`src/inc/addr_gen_pkg.sv`:
```
package addr_gen_pkg;

   ////////////////////////////////////////////////////////////////////////////////////////////////////
   // Widths of the address path.
   localparam int APB_AW    = 8;
   localparam int WORD_W    = 16;
   localparam int PA_W      = 20;
   localparam int SEG_SHIFT = 4;
   localparam int NUM_GP    = 8;
   localparam int NUM_SEG   = 4;

   ////////////////////////////////////////////////////////////////////////////////////////////////////
   // Register byte offsets. General registers follow OFF_GP0 four bytes apart, segment registers OFF_SEG0.
   localparam logic [7:0] OFF_GP0        = 8'h00;
   localparam logic [7:0] OFF_SEG0       = 8'h20;
   localparam logic [7:0] OFF_INSTR_CNT  = 8'h30;
   localparam logic [7:0] OFF_FETCH_PTR  = 8'h34;
   localparam logic [7:0] OFF_ACCESS     = 8'h38;
   localparam logic [7:0] OFF_OPERAND    = 8'h3c;
   localparam logic [7:0] OFF_ACC_ADDR   = 8'h40;
   localparam logic [7:0] OFF_ACC_SEGOFF = 8'h44;
   localparam logic [7:0] OFF_BRANCH     = 8'h48;
   localparam logic [7:0] OFF_IMM        = 8'h4c;
   localparam logic [7:0] OFF_MEM_DATA   = 8'h50;
   localparam logic [7:0] OFF_BR_ADDR    = 8'h54;
   localparam logic [7:0] OFF_ADVANCE    = 8'h58;
   localparam logic [7:0] OFF_REG_SEL    = 8'h5c;
   localparam logic [7:0] OFF_SEL_VAL    = 8'h60;
   localparam logic [7:0] OFF_BR_GO      = 8'h64;
   localparam logic [7:0] OFF_LAST       = 8'h64;

   ////////////////////////////////////////////////////////////////////////////////////////////////////
   // Register field codes.
   localparam logic [2:0] IDX_BW = 3'h3;
   localparam logic [2:0] IDX_SP = 3'h4;
   localparam logic [2:0] IDX_BP = 3'h5;
   localparam logic [2:0] IDX_IX = 3'h6;
   localparam logic [2:0] IDX_IY = 3'h7;

   localparam logic [1:0] SEG_CODE  = 2'h0;
   localparam logic [1:0] SEG_STACK = 2'h1;
   localparam logic [1:0] SEG_DATA0 = 2'h2;
   localparam logic [1:0] SEG_DATA1 = 2'h3;

   localparam logic [1:0] BASE_BW  = 2'h1;
   localparam logic [1:0] BASE_BP  = 2'h2;
   localparam logic [1:0] INDEX_IX = 2'h1;
   localparam logic [1:0] INDEX_IY = 2'h2;

   ////////////////////////////////////////////////////////////////////////////////////////////////////
   // Field positions.
   localparam int ACC_KIND_LSB    = 0;
   localparam int ACC_OVR_EN_BIT  = 3;
   localparam int ACC_OVR_SEG_LSB = 4;
   localparam int OPD_DISP_LSB    = 0;
   localparam int OPD_BASE_LSB    = 16;
   localparam int OPD_INDEX_LSB   = 18;
   localparam int OPD_DISP8_BIT   = 20;
   localparam int BR_MODE_LSB     = 0;
   localparam int BR_FAR_BIT      = 3;
   localparam int BR_REG_LSB      = 4;
   localparam int ADV_LEN_LSB     = 0;
   localparam int ADV_LEN_W       = 4;
   localparam int SEL_REG_LSB     = 0;
   localparam int SEL_W_BIT       = 3;
   localparam int SEL_SREG_LSB    = 4;

   ////////////////////////////////////////////////////////////////////////////////////////////////////
   // Reset values.
   localparam logic [15:0] RST_WORD = 16'h0000;
   localparam logic [31:0] RST_CTL  = 32'h0000_0000;

   typedef enum logic [2:0] {ACC_FETCH, ACC_STACK, ACC_DATA, ACC_BLK_SRC, ACC_BLK_DST} access_kind_t;
   typedef enum logic [2:0] {BR_DIRECT, BR_RELATIVE, BR_REGISTER, BR_REG_INDIRECT, BR_INDEXED, BR_BASED,
                             BR_BASED_INDEXED} branch_mode_t;

endpackage

```
`src/hdl/seg_addr_unit.sv`:
```
// What this block does
// - Physical address is segment times sixteen plus offset.
// - Segment and offset are both unsigned.
// - Physical addresses are twenty bits wide.
// - Fetches use code segment and fetch pointer.
// - Code segment override redirects data operand.
// - Stack accesses use stack segment and top pointer.
// - Base pointer base defaults to stack segment.
// - Data defaults data segment 0; block source uses index.
// - Data 0 override replaces stack default.
// - Block destination uses data segment 1, destination index.
// - Counter advances to the next instruction.
// - Direct branch loads immediates; far loads code segment.
// - Relative branch adds sign-extended displacement.
// - Relative base is the following instruction address.
// - Register branch loads counter from selected register.
// - Register-indirect branch reads through index or base.
// - Indexed branch: index plus displacement addresses target.
// - Based branch: base plus displacement addresses target.
// - Based-indexed: displacement, base, index sum.
// - Register field with size bit picks register.
// - Segment field picks one of four segments.
//
// The implementer's own choices: the address map and the APB slave port.
`timescale 1ns/1ns
module seg_addr_unit (
   input  wire logic                            CLK,
   input  wire logic                            RST,
   input  wire logic                            PSEL,
   input  wire logic                            PENABLE,
   input  wire logic                            PWRITE,
   input  wire logic [addr_gen_pkg::APB_AW-1:0] PADDR,
   input  wire logic [31:0]                     PWDATA,
   output logic      [31:0]                     PRDATA,
   output logic                                 PREADY,
   output logic                                 PSLVERR,
   output logic      [addr_gen_pkg::PA_W-1:0]   FETCH_ADDR
);
   import addr_gen_pkg::*;

   ////////////////////////////////////////////////////////////////////////////////////////////////////
   // Storage.
   logic [NUM_GP-1:0][WORD_W-1:0]  gp_word;
   logic [NUM_SEG-1:0][WORD_W-1:0] seg_word;
   logic [WORD_W-1:0]              instr_counter;
   logic [WORD_W-1:0]              fetch_offset_ptr;
   logic [31:0]                    access_reg;
   logic [31:0]                    operand_reg;
   logic [31:0]                    branch_reg;
   logic [31:0]                    imm_reg;
   logic [31:0]                    mem_data_reg;
   logic [31:0]                    reg_sel_reg;
   logic [31:0]                    prdata_reg;
   logic                           ready_reg;
   logic                           err_reg;
   logic [PA_W-1:0]                fetch_addr_reg;

   ////////////////////////////////////////////////////////////////////////////////////////////////////
   // Named views of the register file.
   logic [WORD_W-1:0] code_segment_reg;
   logic [WORD_W-1:0] stack_top_ptr;
   logic [WORD_W-1:0] base_pointer_reg;
   logic [WORD_W-1:0] base_word_reg;
   logic [WORD_W-1:0] source_index_reg;
   logic [WORD_W-1:0] dest_index_reg;

   assign code_segment_reg = seg_word[SEG_CODE];
   assign stack_top_ptr    = gp_word[IDX_SP];
   assign base_pointer_reg = gp_word[IDX_BP];
   assign base_word_reg    = gp_word[IDX_BW];
   assign source_index_reg = gp_word[IDX_IX];
   assign dest_index_reg   = gp_word[IDX_IY];

   ////////////////////////////////////////////////////////////////////////////////////////////////////
   // APB slave. One wait state lets read data come straight from a flip-flop.
   logic addr_ok;
   logic access_phase;
   logic wr_en;
   logic [31:0] rd_val;

   assign addr_ok      = (PADDR[1:0] == 2'h0) && (PADDR <= OFF_LAST);
   assign access_phase = PSEL & PENABLE;
   assign wr_en        = access_phase & ready_reg & PWRITE & ~err_reg;
   assign PREADY       = ready_reg;
   assign PSLVERR      = ready_reg & err_reg;
   assign PRDATA       = prdata_reg;
   assign FETCH_ADDR   = fetch_addr_reg;

   logic hit_instr;
   logic hit_fetch;
   logic hit_advance;
   logic br_go;

   assign hit_instr   = wr_en && (PADDR == OFF_INSTR_CNT);
   assign hit_fetch   = wr_en && (PADDR == OFF_FETCH_PTR);
   assign hit_advance = wr_en && (PADDR == OFF_ADVANCE);
   assign br_go       = wr_en && (PADDR == OFF_BR_GO);

   always_ff @(posedge CLK) begin
      if (RST) begin
         ready_reg  <= 1'b0;
         err_reg    <= 1'b0;
         prdata_reg <= RST_CTL;
      end else begin
         ready_reg <= access_phase & ~ready_reg;
         if (access_phase && !ready_reg) begin
            err_reg    <= ~addr_ok;
            prdata_reg <= (PWRITE || !addr_ok) ? RST_CTL : rd_val;
         end
      end
   end

   ////////////////////////////////////////////////////////////////////////////////////////////////////
   // Control registers written straight from the bus.
   always_ff @(posedge CLK) begin
      if (RST) begin
         access_reg   <= RST_CTL;
         operand_reg  <= RST_CTL;
         branch_reg   <= RST_CTL;
         imm_reg      <= RST_CTL;
         mem_data_reg <= RST_CTL;
         reg_sel_reg  <= RST_CTL;
      end else if (wr_en) begin
         if (PADDR == OFF_ACCESS)   access_reg   <= PWDATA;
         if (PADDR == OFF_OPERAND)  operand_reg  <= PWDATA;
         if (PADDR == OFF_BRANCH)   branch_reg   <= PWDATA;
         if (PADDR == OFF_IMM)      imm_reg      <= PWDATA;
         if (PADDR == OFF_MEM_DATA) mem_data_reg <= PWDATA;
         if (PADDR == OFF_REG_SEL)  reg_sel_reg  <= PWDATA;
      end
   end

   ////////////////////////////////////////////////////////////////////////////////////////////////////
   // Effective address from the operand descriptor.
   logic [WORD_W-1:0] disp_raw;
   logic [WORD_W-1:0] disp_ext;
   logic [1:0]        base_code;
   logic [1:0]        index_code;
   logic [WORD_W-1:0] base_val;
   logic [WORD_W-1:0] index_val;
   logic [WORD_W-1:0] opd_ea;
   logic              base_is_bp;

   assign disp_raw   = operand_reg[OPD_DISP_LSB +: WORD_W];
   assign disp_ext   = operand_reg[OPD_DISP8_BIT] ? {{8{disp_raw[7]}}, disp_raw[7:0]} : disp_raw;
   assign base_code  = operand_reg[OPD_BASE_LSB +: 2];
   assign index_code = operand_reg[OPD_INDEX_LSB +: 2];
   assign base_is_bp = (base_code == BASE_BP);
   assign base_val   = (base_code == BASE_BW) ? base_word_reg : base_is_bp ? base_pointer_reg : RST_WORD;
   assign index_val  = (index_code == INDEX_IX) ? source_index_reg :
                       (index_code == INDEX_IY) ? dest_index_reg : RST_WORD;
   // Offsets wrap inside the 64 Kbyte segment, as a 16-bit adder would.
   assign opd_ea     = base_val + index_val + disp_ext;

   ////////////////////////////////////////////////////////////////////////////////////////////////////
   // Segment and offset choice for the configured access.
   access_kind_t      acc_kind;
   logic              ovr_en;
   logic [1:0]        ovr_seg;
   logic [1:0]        acc_seg_idx;
   logic [WORD_W-1:0] acc_off;
   logic [PA_W-1:0]   acc_phys;
   logic [PA_W-1:0]   fetch_phys;

   assign acc_kind = access_kind_t'(access_reg[ACC_KIND_LSB +: 3]);
   assign ovr_en   = access_reg[ACC_OVR_EN_BIT];
   assign ovr_seg  = access_reg[ACC_OVR_SEG_LSB +: 2];

   always_comb begin
      acc_seg_idx = SEG_CODE;
      acc_off     = fetch_offset_ptr;
      unique case (acc_kind)
         ACC_FETCH: begin
            acc_seg_idx = SEG_CODE;
            acc_off     = fetch_offset_ptr;
         end
         ACC_STACK: begin
            acc_seg_idx = SEG_STACK;
            acc_off     = stack_top_ptr;
         end
         ACC_DATA: begin
            acc_seg_idx = ovr_en ? ovr_seg : base_is_bp ? SEG_STACK : SEG_DATA0;
            acc_off     = opd_ea;
         end
         ACC_BLK_SRC: begin
            acc_seg_idx = ovr_en ? ovr_seg : SEG_DATA0;
            acc_off     = source_index_reg;
         end
         ACC_BLK_DST: begin
            // The destination block has no override path.
            acc_seg_idx = SEG_DATA1;
            acc_off     = dest_index_reg;
         end
         default: begin
            acc_seg_idx = SEG_CODE;
            acc_off     = fetch_offset_ptr;
         end
      endcase
   end

   phys_addr_calc u_acc_addr (
      .seg    (seg_word[acc_seg_idx]),
      .offset (acc_off),
      .phys   (acc_phys)
   );

   phys_addr_calc u_fetch_addr (
      .seg    (code_segment_reg),
      .offset (fetch_offset_ptr),
      .phys   (fetch_phys)
   );

   ////////////////////////////////////////////////////////////////////////////////////////////////////
   // Register operand selection.
   logic [WORD_W-1:0] sel_value;
   logic [WORD_W-1:0] br_reg_word;
   logic [1:0]        sel_sreg;

   assign sel_sreg = reg_sel_reg[SEL_SREG_LSB +: 2];

   reg_select u_sel_reg (
      .regs  (gp_word),
      .field (reg_sel_reg[SEL_REG_LSB +: 3]),
      .word  (reg_sel_reg[SEL_W_BIT]),
      .value (sel_value)
   );

   reg_select u_br_reg (
      .regs  (gp_word),
      .field (branch_reg[BR_REG_LSB +: 3]),
      .word  (1'b1),
      .value (br_reg_word)
   );

   ////////////////////////////////////////////////////////////////////////////////////////////////////
   // Branch target formation.
   branch_mode_t      br_mode;
   logic              br_far;
   logic [WORD_W-1:0] br_ea;
   logic [1:0]        br_seg_idx;
   logic [PA_W-1:0]   br_phys;
   logic [WORD_W-1:0] br_pc_next;
   logic [WORD_W-1:0] br_seg_next;
   logic              br_load_seg;
   logic              br_valid;

   assign br_mode    = branch_mode_t'(branch_reg[BR_MODE_LSB +: 3]);
   assign br_far     = branch_reg[BR_FAR_BIT];
   // Register-indirect pointers are meant to come from the source index, destination index or base word.
   assign br_ea      = (br_mode == BR_REG_INDIRECT) ? br_reg_word : opd_ea;
   assign br_seg_idx = ovr_en ? ovr_seg : (base_is_bp && br_mode != BR_REG_INDIRECT) ? SEG_STACK : SEG_DATA0;

   phys_addr_calc u_br_addr (
      .seg    (seg_word[br_seg_idx]),
      .offset (br_ea),
      .phys   (br_phys)
   );

   always_comb begin
      br_pc_next  = instr_counter;
      br_seg_next = code_segment_reg;
      br_load_seg = 1'b0;
      br_valid    = 1'b1;
      unique case (br_mode)
         BR_DIRECT: begin
            br_pc_next  = imm_reg[WORD_W-1:0];
            br_seg_next = imm_reg[31:WORD_W];
            br_load_seg = br_far;
         end
         BR_RELATIVE: begin
            // The counter was already advanced past the branch when this adds.
            br_pc_next = instr_counter + disp_ext;
         end
         BR_REGISTER: begin
            br_pc_next = br_reg_word;
         end
         BR_REG_INDIRECT, BR_INDEXED, BR_BASED, BR_BASED_INDEXED: begin
            // The word read at br_phys is supplied by software in the memory data register.
            br_pc_next  = mem_data_reg[WORD_W-1:0];
            br_seg_next = mem_data_reg[31:WORD_W];
            br_load_seg = br_far;
         end
         default: begin
            br_valid = 1'b0;
         end
      endcase
   end

   ////////////////////////////////////////////////////////////////////////////////////////////////////
   // General and segment registers.
   genvar g;
   generate
      for (g = 0; g < NUM_GP; g++) begin : g_gp
         localparam logic [7:0] OFF = OFF_GP0 + 8'(4 * g);
         logic [WORD_W-1:0] q_reg;
         always_ff @(posedge CLK) begin
            if (RST) q_reg <= RST_WORD;
            else if (wr_en && PADDR == OFF) q_reg <= PWDATA[WORD_W-1:0];
         end
         assign gp_word[g] = q_reg;
      end
      for (g = 0; g < NUM_SEG; g++) begin : g_seg
         localparam logic [7:0] OFF = OFF_SEG0 + 8'(4 * g);
         logic [WORD_W-1:0] q_reg;
         always_ff @(posedge CLK) begin
            if (RST) q_reg <= RST_WORD;
            else if (wr_en && PADDR == OFF) q_reg <= PWDATA[WORD_W-1:0];
            else if (g == SEG_CODE && br_go && br_valid && br_load_seg) q_reg <= br_seg_next;
         end
         assign seg_word[g] = q_reg;
      end
   endgenerate

   ////////////////////////////////////////////////////////////////////////////////////////////////////
   // Counter and fetch pointer.
   always_ff @(posedge CLK) begin
      if (RST) begin
         instr_counter    <= RST_WORD;
         fetch_offset_ptr <= RST_WORD;
         fetch_addr_reg   <= '0;
      end else begin
         if (hit_instr) instr_counter <= PWDATA[WORD_W-1:0];
         else if (br_go && br_valid) instr_counter <= br_pc_next;
         else if (hit_advance) instr_counter <= instr_counter + {12'h000, PWDATA[ADV_LEN_LSB +: ADV_LEN_W]};
         if (hit_fetch) fetch_offset_ptr <= PWDATA[WORD_W-1:0];
         fetch_addr_reg <= fetch_phys;
      end
   end

   ////////////////////////////////////////////////////////////////////////////////////////////////////
   // Read multiplexer.

   always_comb begin
      rd_val = RST_CTL;
      if (PADDR < OFF_SEG0) rd_val = {16'h0000, gp_word[PADDR[4:2]]};
      else if (PADDR < OFF_INSTR_CNT) rd_val = {16'h0000, seg_word[PADDR[3:2]]};
      else begin
         case (PADDR)
            OFF_INSTR_CNT:  rd_val = {16'h0000, instr_counter};
            OFF_FETCH_PTR:  rd_val = {16'h0000, fetch_offset_ptr};
            OFF_ACCESS:     rd_val = access_reg;
            OFF_OPERAND:    rd_val = operand_reg;
            OFF_ACC_ADDR:   rd_val = {12'h000, acc_phys};
            OFF_ACC_SEGOFF: rd_val = {seg_word[acc_seg_idx], acc_off};
            OFF_BRANCH:     rd_val = branch_reg;
            OFF_IMM:        rd_val = imm_reg;
            OFF_MEM_DATA:   rd_val = mem_data_reg;
            OFF_BR_ADDR:    rd_val = {12'h000, br_phys};
            OFF_REG_SEL:    rd_val = reg_sel_reg;
            OFF_SEL_VAL:    rd_val = {seg_word[sel_sreg], sel_value};
            default:        rd_val = RST_CTL;
         endcase
      end
   end

endmodule // seg_addr_unit

```
`src/hdl/phys_addr_calc.sv`:
```
`timescale 1ns/1ns
module phys_addr_calc #(
   parameter int SEG_W = addr_gen_pkg::WORD_W,
   parameter int OFF_W = addr_gen_pkg::WORD_W,
   parameter int PA_W  = addr_gen_pkg::PA_W,
   parameter int SHIFT = addr_gen_pkg::SEG_SHIFT
) (
   input  wire logic [SEG_W-1:0] seg,
   input  wire logic [OFF_W-1:0] offset,
   output logic      [PA_W-1:0]  phys
);
   import addr_gen_pkg::*;

   logic [SEG_W+SHIFT:0] sum;

   // Both operands are zero extended, so neither is ever read as negative.
   assign sum  = {1'b0, seg, {SHIFT{1'b0}}} + {{(SEG_W+SHIFT+1-OFF_W){1'b0}}, offset};
   // The carry out of the top address bit is dropped, so the space wraps.
   assign phys = sum[PA_W-1:0];

endmodule // phys_addr_calc

```
`src/hdl/reg_select.sv`:
```
`timescale 1ns/1ns
module reg_select #(
   parameter int W = addr_gen_pkg::WORD_W,
   parameter int N = addr_gen_pkg::NUM_GP
) (
   input  wire logic [N-1:0][W-1:0]   regs,
   input  wire logic [$clog2(N)-1:0]  field,
   input  wire logic                  word,
   output logic      [W-1:0]          value
);
   import addr_gen_pkg::*;

   localparam int HB = W / 2;

   logic [W-1:0]  byte_src;
   logic [HB-1:0] byte_val;

   // Byte codes pick the low half of the first four words, then their high halves.
   assign byte_src = regs[field[$clog2(N)-2:0]];
   assign byte_val = field[$clog2(N)-1] ? byte_src[W-1:HB] : byte_src[HB-1:0];
   assign value    = word ? regs[field] : {{(W-HB){1'b0}}, byte_val};

endmodule // reg_select

```
`config.mk`:
```
export PLATFORM = sky130hd
export DESIGN_NAME = seg_addr_unit
export DESIGN_NICKNAME = d
export VERILOG_FILES = /design/src/inc/addr_gen_pkg.sv /design/src/hdl/seg_addr_unit.sv /design/src/hdl/phys_addr_calc.sv /design/src/hdl/reg_select.sv
export SDC_FILE = /design/constraint.sdc
export NUM_CORES = 2
export LEC_CHECK = 0
export ABC_AREA = 0
export BUFFER_PORTS_ARGS = -buffer_cell sky130_fd_sc_hd__buf_2
export CAP_MARGIN = 20
export CELL_PAD_IN_SITES_DETAIL_PLACEMENT = 1
export CELL_PAD_IN_SITES_GLOBAL_PLACEMENT = 1
export CORE_MARGIN = 8
export CORE_UTILIZATION = 45
export DETAILED_ROUTE_END_ITERATION = 8
export MAX_ROUTING_LAYER = met4
export PLACE_DENSITY = 0.77
export SETUP_SLACK_MARGIN = 0.5
export SYNTH_ARGS = -nofsm -noshare
export SYNTH_HDL_FRONTEND = slang
export SYNTH_SLANG_ARGS = --single-unit
```
`constraint.sdc`:
```
create_clock -name CLK -period 6 [get_ports CLK]
set_input_delay 0.6 -clock CLK [delete_from_list [all_inputs] [get_ports CLK]]
set_output_delay 0.6 -clock CLK [all_outputs]
set_load 0.005 [all_outputs]
```
=== Word level (Yosys, flattened, before mapping) ===
Cells that the tools add are included.

* Register bits after elaboration: 470
* Latch bits: 0
* Memory bits (writable): 0
* Bits in read-only memories: 0
* Bits of input ports: 45
* Output and inout bits: 54
* Word-level logic and storage cells: 177
* Memories kept: 0

* Add/subtract/negate cells: 7
* $mul: 0
* Divide/modulo/power cells: 0
* Magnitude comparators: 11
* Equality and inequality tests: 41
* Shifts and indexed selects: 0
* Multiplexer cells: 44
* Bitwise operators: 9
* Reduce and logical (&&, ||, !) cells: 41

{| class="wikitable"
|+ Operator list
! kind !! count
|-
| 32-bit case mux with 12 select lines || 1
|-
| 16-bit two-way mux || 20
|-
| 16-bit binary-select mux with 2-bit select || 5
|-
| 16-bit binary-select mux with 3-bit select || 3
|-
| 16-bit case mux with 4 select lines || 2
|-
| 32-bit two-way mux || 3
|-
| 8-bit by 7-bit equality test with 1-bit output (second input constant) || 10
|-
| 8-bit by 6-bit equality test with 1-bit output (second input constant) || 8
|-
| 20-bit by 16-bit adder with 20-bit output || 3
|-
| 16-bit adder || 3
|-
| 8-bit by 5-bit equality test with 1-bit output (second input constant) || 4
|-
| 16-bit case mux with 2 select lines || 1
|-
| 1-bit logical AND || 21
|-
| 16-bit by 4-bit adder with 16-bit output || 1
|-
| 8-bit by 4-bit equality test with 1-bit output (second input constant) || 2
|-
| 8-bit by 6-bit less-than comparator with 1-bit output (second input constant) || 2
|-
| 2-bit AND reduction || 8
|-
| 3-bit by 2-bit equality test with 1-bit output (second input constant) || 4
|-
| 3-bit equality test (second input constant) || 4
|-
| 2-bit by 3-bit less-than comparator with 1-bit output (second input constant) || 4
|-
| 3-bit by 4-bit less-than comparator with 1-bit output (second input constant) || 3
|-
| 2-bit two-way mux || 5
|-
| 8-bit by 3-bit equality test with 1-bit output (second input constant) || 1
|-
| 8-bit by 7-bit <= comparator with 1-bit output (second input constant) || 1
|-
| other kinds (21) || 34
|}

=== Depth between registers and ports, before layout ===
* Depth after elaboration: 11
* Gate-level depth with buffers: 25
* Depth with buffers taken out: 22

=== Hierarchy ===
From an unflattened synthesis, not the netlist that was laid out.

* Cells, all modules: 3,894
* Area total of the unflattened synthesis: 31,924.4 um^2

{| class="wikitable"
|+ By module, submodules not included
! module !! times used !! cells an instance !! area an instance (um^2) !! sequential area each (um^2)
|-
| seg_addr_unit || 1 || 3,324 || 26,929.6 || 9,409.0
|-
| reg_select || 2 || 123 || 1,266.2 || 0.0
|-
| phys_addr_calc || 3 || 108 || 820.8 || 0.0
|}

=== Worst setup path after synthesis ===
No wires, ideal clock.

* Path type: reg-to-reg
* Start: reg operand_reg[19]
* End: reg prdata_reg[19] (netlist: PRDATA[19])
* Setup time: 0.132 ns
* Arrival time: 5.098 ns
* Data required time: 5.868 ns
* Setup slack: 0.770 ns
* Stages on the path, launching flop included: 24
* Path buffers: 3
* Clock period less this slack: 5.230 ns
* Cells stage by stage: dfxtp_1 nor2b_1 clkbuf_1 clkbuf_1 a22oi_1 fa_1 inv_1 fa_1 a21oi_1 o22ai_1 o41ai_1 o21ai_0 a21o_1 a21oi_1 xnor2_1 mux2i_1 ha_1 clkbuf_1 nand3_1 o2111ai_1 nor4bb_1 xor2_1 a221oi_2 nor3_1

* Cells in the longest elaborated chain, start to end: 11
* Elaborated cells between the ends (all ways): 14
* Classes of those cells: 4 x add/sub; 2 x eq/ne; 8 x mux

{| class="wikitable"
|+ RTL lines
! what !! line !! RTL
|-
| start: declaration || seg_addr_unit.sv:48 || <nowiki>logic [31:0] operand_reg;</nowiki>
|-
| start signal: assignment || seg_addr_unit.sv:118 || <nowiki>operand_reg <= RST_CTL;</nowiki>
|-
| start signal: assignment || seg_addr_unit.sv:125 || <nowiki>if (PADDR == OFF_OPERAND) operand_reg <= PWDATA;</nowiki>
|-
| 2-bit equality test || seg_addr_unit.sv:151 || <nowiki>(index_code == INDEX_IY) ? dest_index_reg : RST_WORD;</nowiki>
|-
| 16-bit two-way mux || seg_addr_unit.sv:151 ||
|-
| 16-bit two-way mux || seg_addr_unit.sv:150 || <nowiki>assign index_val = (index_code == INDEX_IX) ? source_index_reg :</nowiki>
|-
| 16-bit adder (2 in a row) || seg_addr_unit.sv:153 || <nowiki>assign opd_ea = base_val + index_val + disp_ext;</nowiki>
|-
| 16-bit case mux with 4 select lines or 16-bit two-way mux (tied branches) || seg_addr_unit.sv:172, seg_addr_unit.sv:250 ||
|-
| 20-bit by 16-bit adder with 20-bit output || phys_addr_calc.sv:17 || <nowiki>assign sum = {1'b0, seg, {SHIFT{1'b0}}} + {{(SEG_W+SHIFT+1-OFF_W){1'b0}}, offset};</nowiki>
|-
| 32-bit case mux with 12 select lines (*) || seg_addr_unit.sv:338 || <nowiki>case (PADDR)</nowiki>
|-
| 32-bit two-way mux (*) || seg_addr_unit.sv:336 || <nowiki>else if (PADDR < OFF_INSTR_CNT) rd_val = {16'h0000, seg_word[PADDR[3:2]]};</nowiki>
|-
| 32-bit two-way mux (*) || seg_addr_unit.sv:335 || <nowiki>if (PADDR < OFF_SEG0) rd_val = {16'h0000, gp_word[PADDR[4:2]]};</nowiki>
|-
| 32-bit two-way mux (*) || seg_addr_unit.sv:108 || <nowiki>prdata_reg <= (PWRITE || !addr_ok) ? RST_CTL : rd_val;</nowiki>
|-
| end signal: assignment || seg_addr_unit.sv:108 ||
|-
| end: declaration || seg_addr_unit.sv:53 || <nowiki>logic [31:0] prdata_reg;</nowiki>
|}

Every way passes the cells marked *; elsewhere a longest branch is shown, timed or not.
A chain may end at the register's enable or synchronous reset.

=== Worst setup path after layout ===
* Start: reg operand_reg[16]
* End: reg prdata_reg[18] (netlist: PRDATA[18])

* Cells in the longest elaborated chain, start to end: 11
* Elaborated cells between the ends (all ways): 24
* Classes of those cells: 4 x add/sub; 2 x eq/ne; 17 x mux; 1 x reduce/logical

{| class="wikitable"
|+ RTL lines
! what !! line !! RTL
|-
| 2-bit equality test || seg_addr_unit.sv:148 || <nowiki>assign base_is_bp = (base_code == BASE_BP);</nowiki>
|-
| 16-bit two-way mux, or another cell as far along (2 in a row) || seg_addr_unit.sv:149 || <nowiki>assign base_val = (base_code == BASE_BW) ? base_word_reg : base_is_bp ? base_pointer_reg : RST_WORD;</nowiki>
|-
| 16-bit adder, or another cell as far along (2 in a row) || seg_addr_unit.sv:153 ||
|-
| 16-bit case mux with 4 select lines, or another cell as far along || seg_addr_unit.sv:172 || <nowiki>unique case (acc_kind)</nowiki>
|-
| 20-bit by 16-bit adder with 20-bit output || phys_addr_calc.sv:17 ||
|-
| 32-bit case mux with 12 select lines (*) || seg_addr_unit.sv:338 ||
|-
| 32-bit two-way mux (*) || seg_addr_unit.sv:336 ||
|-
| 32-bit two-way mux (*) || seg_addr_unit.sv:335 ||
|-
| 32-bit two-way mux (*) || seg_addr_unit.sv:108 ||
|}

Every way passes the cells marked *; elsewhere a longest branch is shown, timed or not. The select of a mux whose other input is x is not followed.

==> impl_metrics.ini <==
[pwr]
powerDensity_nw_per_um2 = 216
vdd.ir_drop.worst_mv = 0.231
p_leak_uw = 0.0118

[cells_and_area]
area_growth_from_synthesis_to_layout_pct = 13.6
post_route_cells_drive_above_1_share_pct = 16.0
max_ffs_per_register = 80
finalCoreUtilization_pct = 51.6
layoutNonFillerInstCount = 4442
design.final.nets = 3670

[logic_synthesis]
async_flop_share_pct = 0
synth_top_cells_by_area = sky130_fd_sc_hd__dfxtp_1, sky130_fd_sc_hd__mux4_2, sky130_fd_sc_hd__nand2_1
synth_sequential_area_ratio_pct = 32.2
synth-edff-count = 0
count_of_warnings_emitted_by_yosys = 0
synth.largest_area_cell = sky130_fd_sc_hd__dfxtp_1
postSynthAreaPerCell_um2 = 8.29
synth_seq_cells = 470
post_synth_num_cell_types = 87
synth.net_count = 3662
netlist_instances = 3527
synth_top_cell_area_share_pct = 32.2
synth-main-ff-cell = sky130_fd_sc_hd__dfxtp_1
netlist_area_um2 = 29200

[setup_path]
slowest_cell_on_the_critical_path = sky130_fd_sc_hd__fa_1
cp_top_delay_family = compound AO/OA/AOI/OAI gates
critical_path.max_stage_delay_ns = 0.54
cp_data_required_time_ns = 6.56
worstPathMaxFanout = 7
crit_arrival_ns = 5.96
cp_num_buf_inv = 3
endpoint_kind = flip-flop
crit_path_cells = nor2b_1 -> buf_4 -> a22oi_1 -> fa_1 -> inv_1 -> ha_1 -> a21o_1 -> a21oi_1 -> xnor2_1 -> nand2_1 -> o21ai_0 -> ha_1 -> fa_1 -> a211oi_2 -> o21a_1 -> o311ai_2 -> o41ai_1 -> buf_4 -> nor3_1 -> xor2_1 -> nand2_1 -> a211oi_1
critical_path.startpoint_type = flip-flop
worst-setup-path-type = flip-flop to flip-flop

[timing]
layout_worst_path_cycle_share_pct = 90.0
finalMaxSlewViolations = 0
layout_min_cycle_time_ns = 5.40
timing.slew.headroom_pct = 20.3
grt_setup_unrepaired = true
worst_hold_slack_ns = 0.230
layout_setup_ws_ns = 0.600
setup_viol = 0
timing_worst_slew_pin_value_ns = 1.19
fin_setup_tns_ns = 0
fmax_mhz = 185
number_of_hold_slack_violations_in_the_final_timing_report = 0
fin_skew_ns = 0.0337

[routing]
drt_iter0_drc = 4004
dr.pass1.iters = 9
detail_route.vias_per_cell = 6.97
avgRoutedWirePerCell_um = 35.0
drtAntennaViolNets = 0
number_of_drc_violations_after_detailed_routing = 2
totalWireLength_um = 156000
dr_total_vias = 31000

[placed_design]
placedCellCount = 4325
dpl_ws_ns = -0.0746
last_weighted_congestion_value_of_the_routability_driven_placer = 1.04
io_buf_count = 98
dpl.hpwl_um = 111000

[clock_tree]
clkTransAtPathRegs_ns = 0.06
cts_max_path_buffers = 3
cts_max_level = 2
cts_root_buf = sky130_fd_sc_hd__clkbuf_16
clock_tree_from_tritoncts = done
cts_buffers = 55
clkLatencyLatePin_ns = 0.65
cts.sink_count = 470

[status]
run_status = complete, but fails checks
violations_in_the_final_reports = DRC

[job]
cap_violations = 0

[global_routing]
gr-total-overflow = 0
globalRouteTotalUtil_pct = 41.6
vias_in_the_first_global_route = 30800
global_route_wire_length_before_repair_um = 220000
grt_max_degree = 194
antenna_found_initial = 10

[floorplan]
num_rows = 93
core-area_um2 = 64300
pin_count = 99
die_width_um = 271
floorplan.initialDensity_pct = 45.4
die_area_um2 = 73400
chipHeight_um = 271

[min_path]
worstHoldPathType = input port to flip-flop
[cells in the final DEF (no fill, tap or decap), drive strengths merged, types with 11 or more instances in the layout]
cell type and count:
a211oi 29, a21o 16, a21oi 404, a221o 15, a221oi 46, a222oi 34
a22oi 97, a31oi 15, and2 11, buf 249, clkbuf 73, dfxtp 470
fa 21, ha 69, inv 77, mux2i 242, mux4 125, nand2 699
nand2b 28, nand3 48, nand4 20, nor2 261, nor2b 18, nor3 40
o211ai 19, o21a 18, o21ai 162, o221ai 11, o22ai 28, xnor2 38
xor2 33
[final cells by class]
| class | instances | area, µm² |
|---|---|---|
| Clock inverter | 27 | 419 |
| Fill cell | 7578 | 31100 |
| Timing Repair Buffer | 249 | 1720 |
| Sequential cell | 470 | 9420 |
| Clock buffer | 73 | 1550 |
| Tap cell | 855 | 1070 |
| Inverter | 72 | 270 |
| Multi-Input combinational cell | 2687 | 18700 |
| Antenna cell | 9 | 22.5 |
[final timing paths]
check	from	to	slack, ns	cells after the start
hold / removal	PWDATA[24]	imm_reg[24]	0.23	3
hold reg to reg	operand_reg[29]	operand_reg[29]	0.46	2
setup / recovery	operand_reg[16]	PRDATA[18]	0.60	22
setup reg to reg	operand_reg[16]	PRDATA[18]	0.60	22
[worst reg2reg max path, stage by stage, from the launching register on]
cell and delay, ns:
sky130_fd_sc_hd__dfxtp_1 0.38, sky130_fd_sc_hd__nor2b_1 0.36, sky130_fd_sc_hd__buf_4 0.23, sky130_fd_sc_hd__a22oi_1 0.09, sky130_fd_sc_hd__fa_1 0.49, sky130_fd_sc_hd__inv_1 0.07, sky130_fd_sc_hd__ha_1 0.30, sky130_fd_sc_hd__a21o_1 0.18
sky130_fd_sc_hd__a21oi_1 0.18, sky130_fd_sc_hd__xnor2_1 0.12, sky130_fd_sc_hd__nand2_1 0.08, sky130_fd_sc_hd__o21ai_0 0.27, sky130_fd_sc_hd__ha_1 0.34, sky130_fd_sc_hd__fa_1 0.54, sky130_fd_sc_hd__a211oi_2 0.30, sky130_fd_sc_hd__o21a_1 0.21
sky130_fd_sc_hd__o311ai_2 0.15, sky130_fd_sc_hd__o41ai_1 0.32, sky130_fd_sc_hd__buf_4 0.20, sky130_fd_sc_hd__nor3_1 0.05, sky130_fd_sc_hd__xor2_1 0.19, sky130_fd_sc_hd__nand2_1 0.07, sky130_fd_sc_hd__a211oi_1 0.19
[cell families (layout without fill, tap and decap cells)]
| group | Yosys count | count (layout) | synth area share [%] |
|---|---|---|---|
| AND/OR/NAND/NOR | 1188 | 1188 | 17.3 |
| AO/OA/AOI/OAI | 964 | 964 | 20.7 |
| flip-flops | 470 | 470 | 32.2 |
| multiplexers | 374 | 374 | 18.3 |
| buffers and inverters | 370 | 421 | 5.00 |
| adder cells (fa/ha/maj) | 90 | 90 | 4.39 |
| XOR/XNOR | 71 | 71 | 2.13 |
| other | 0 | 9 | 0 |
[power breakdown]
group          total (µW)  internal, µW  switching [µW]
combinational         310          56.9             253
clock                3740          2180            1560
sequential           3120          3120            1.91
total                7170          5360            1810
[synth_stat cells (all sizes together) (5+ instances only)]
cell	instances
o311ai	5
o211ai	19
a22oi	97
nand2b	28
o21a	18
ha	69
and3	8
clkbuf	242
nand3b	9
or3	9
a31oi	15
o22ai	28
fa	21
nor2	261
a222oi	34
xor2	33
a211oi	29
o32ai	6
nor2b	18
a221o	15
mux2	7
o21bai	5
mux2i	242
buf	56
inv	71
dfxtp	470
nand4	20
o221ai	11
o21ai	162
a221oi	46
and2	11
o2111ai	8
or2	10
a22o	7
a21oi	404
nand3	48
mux4	125
nand2	699
nor3	40
a21o	16
xnor2	38
[layer usage]
layer  track usage (%)  share of wire [%]  wire (µm)
met1              49.3                 37      57900
met2              61.1                 43      67600
met3              9.42                 10      16000
met4              31.7                9.1      14200
met5                 -                  0          0
[stage by stage]
stage | power (µW) | cell area (µm²)
2_1_floorplan | 3340 | 29200
3_3_place_gp | 3480 | 30900
3_5_place_dp | 3490 | 30900
4_1_cts | 7160 | 33000
5_1_grt | 7290 | 33200
6_report | 7170 | 33200
[timing repair]
item	in CTS	in global routing
setup buffers	3	5
hold buffers	0	0
gates resized for setup	18	40
pin swaps	5	15
endpoints found under the setup margin	6	12
Power figures use the tool's default switching activity.
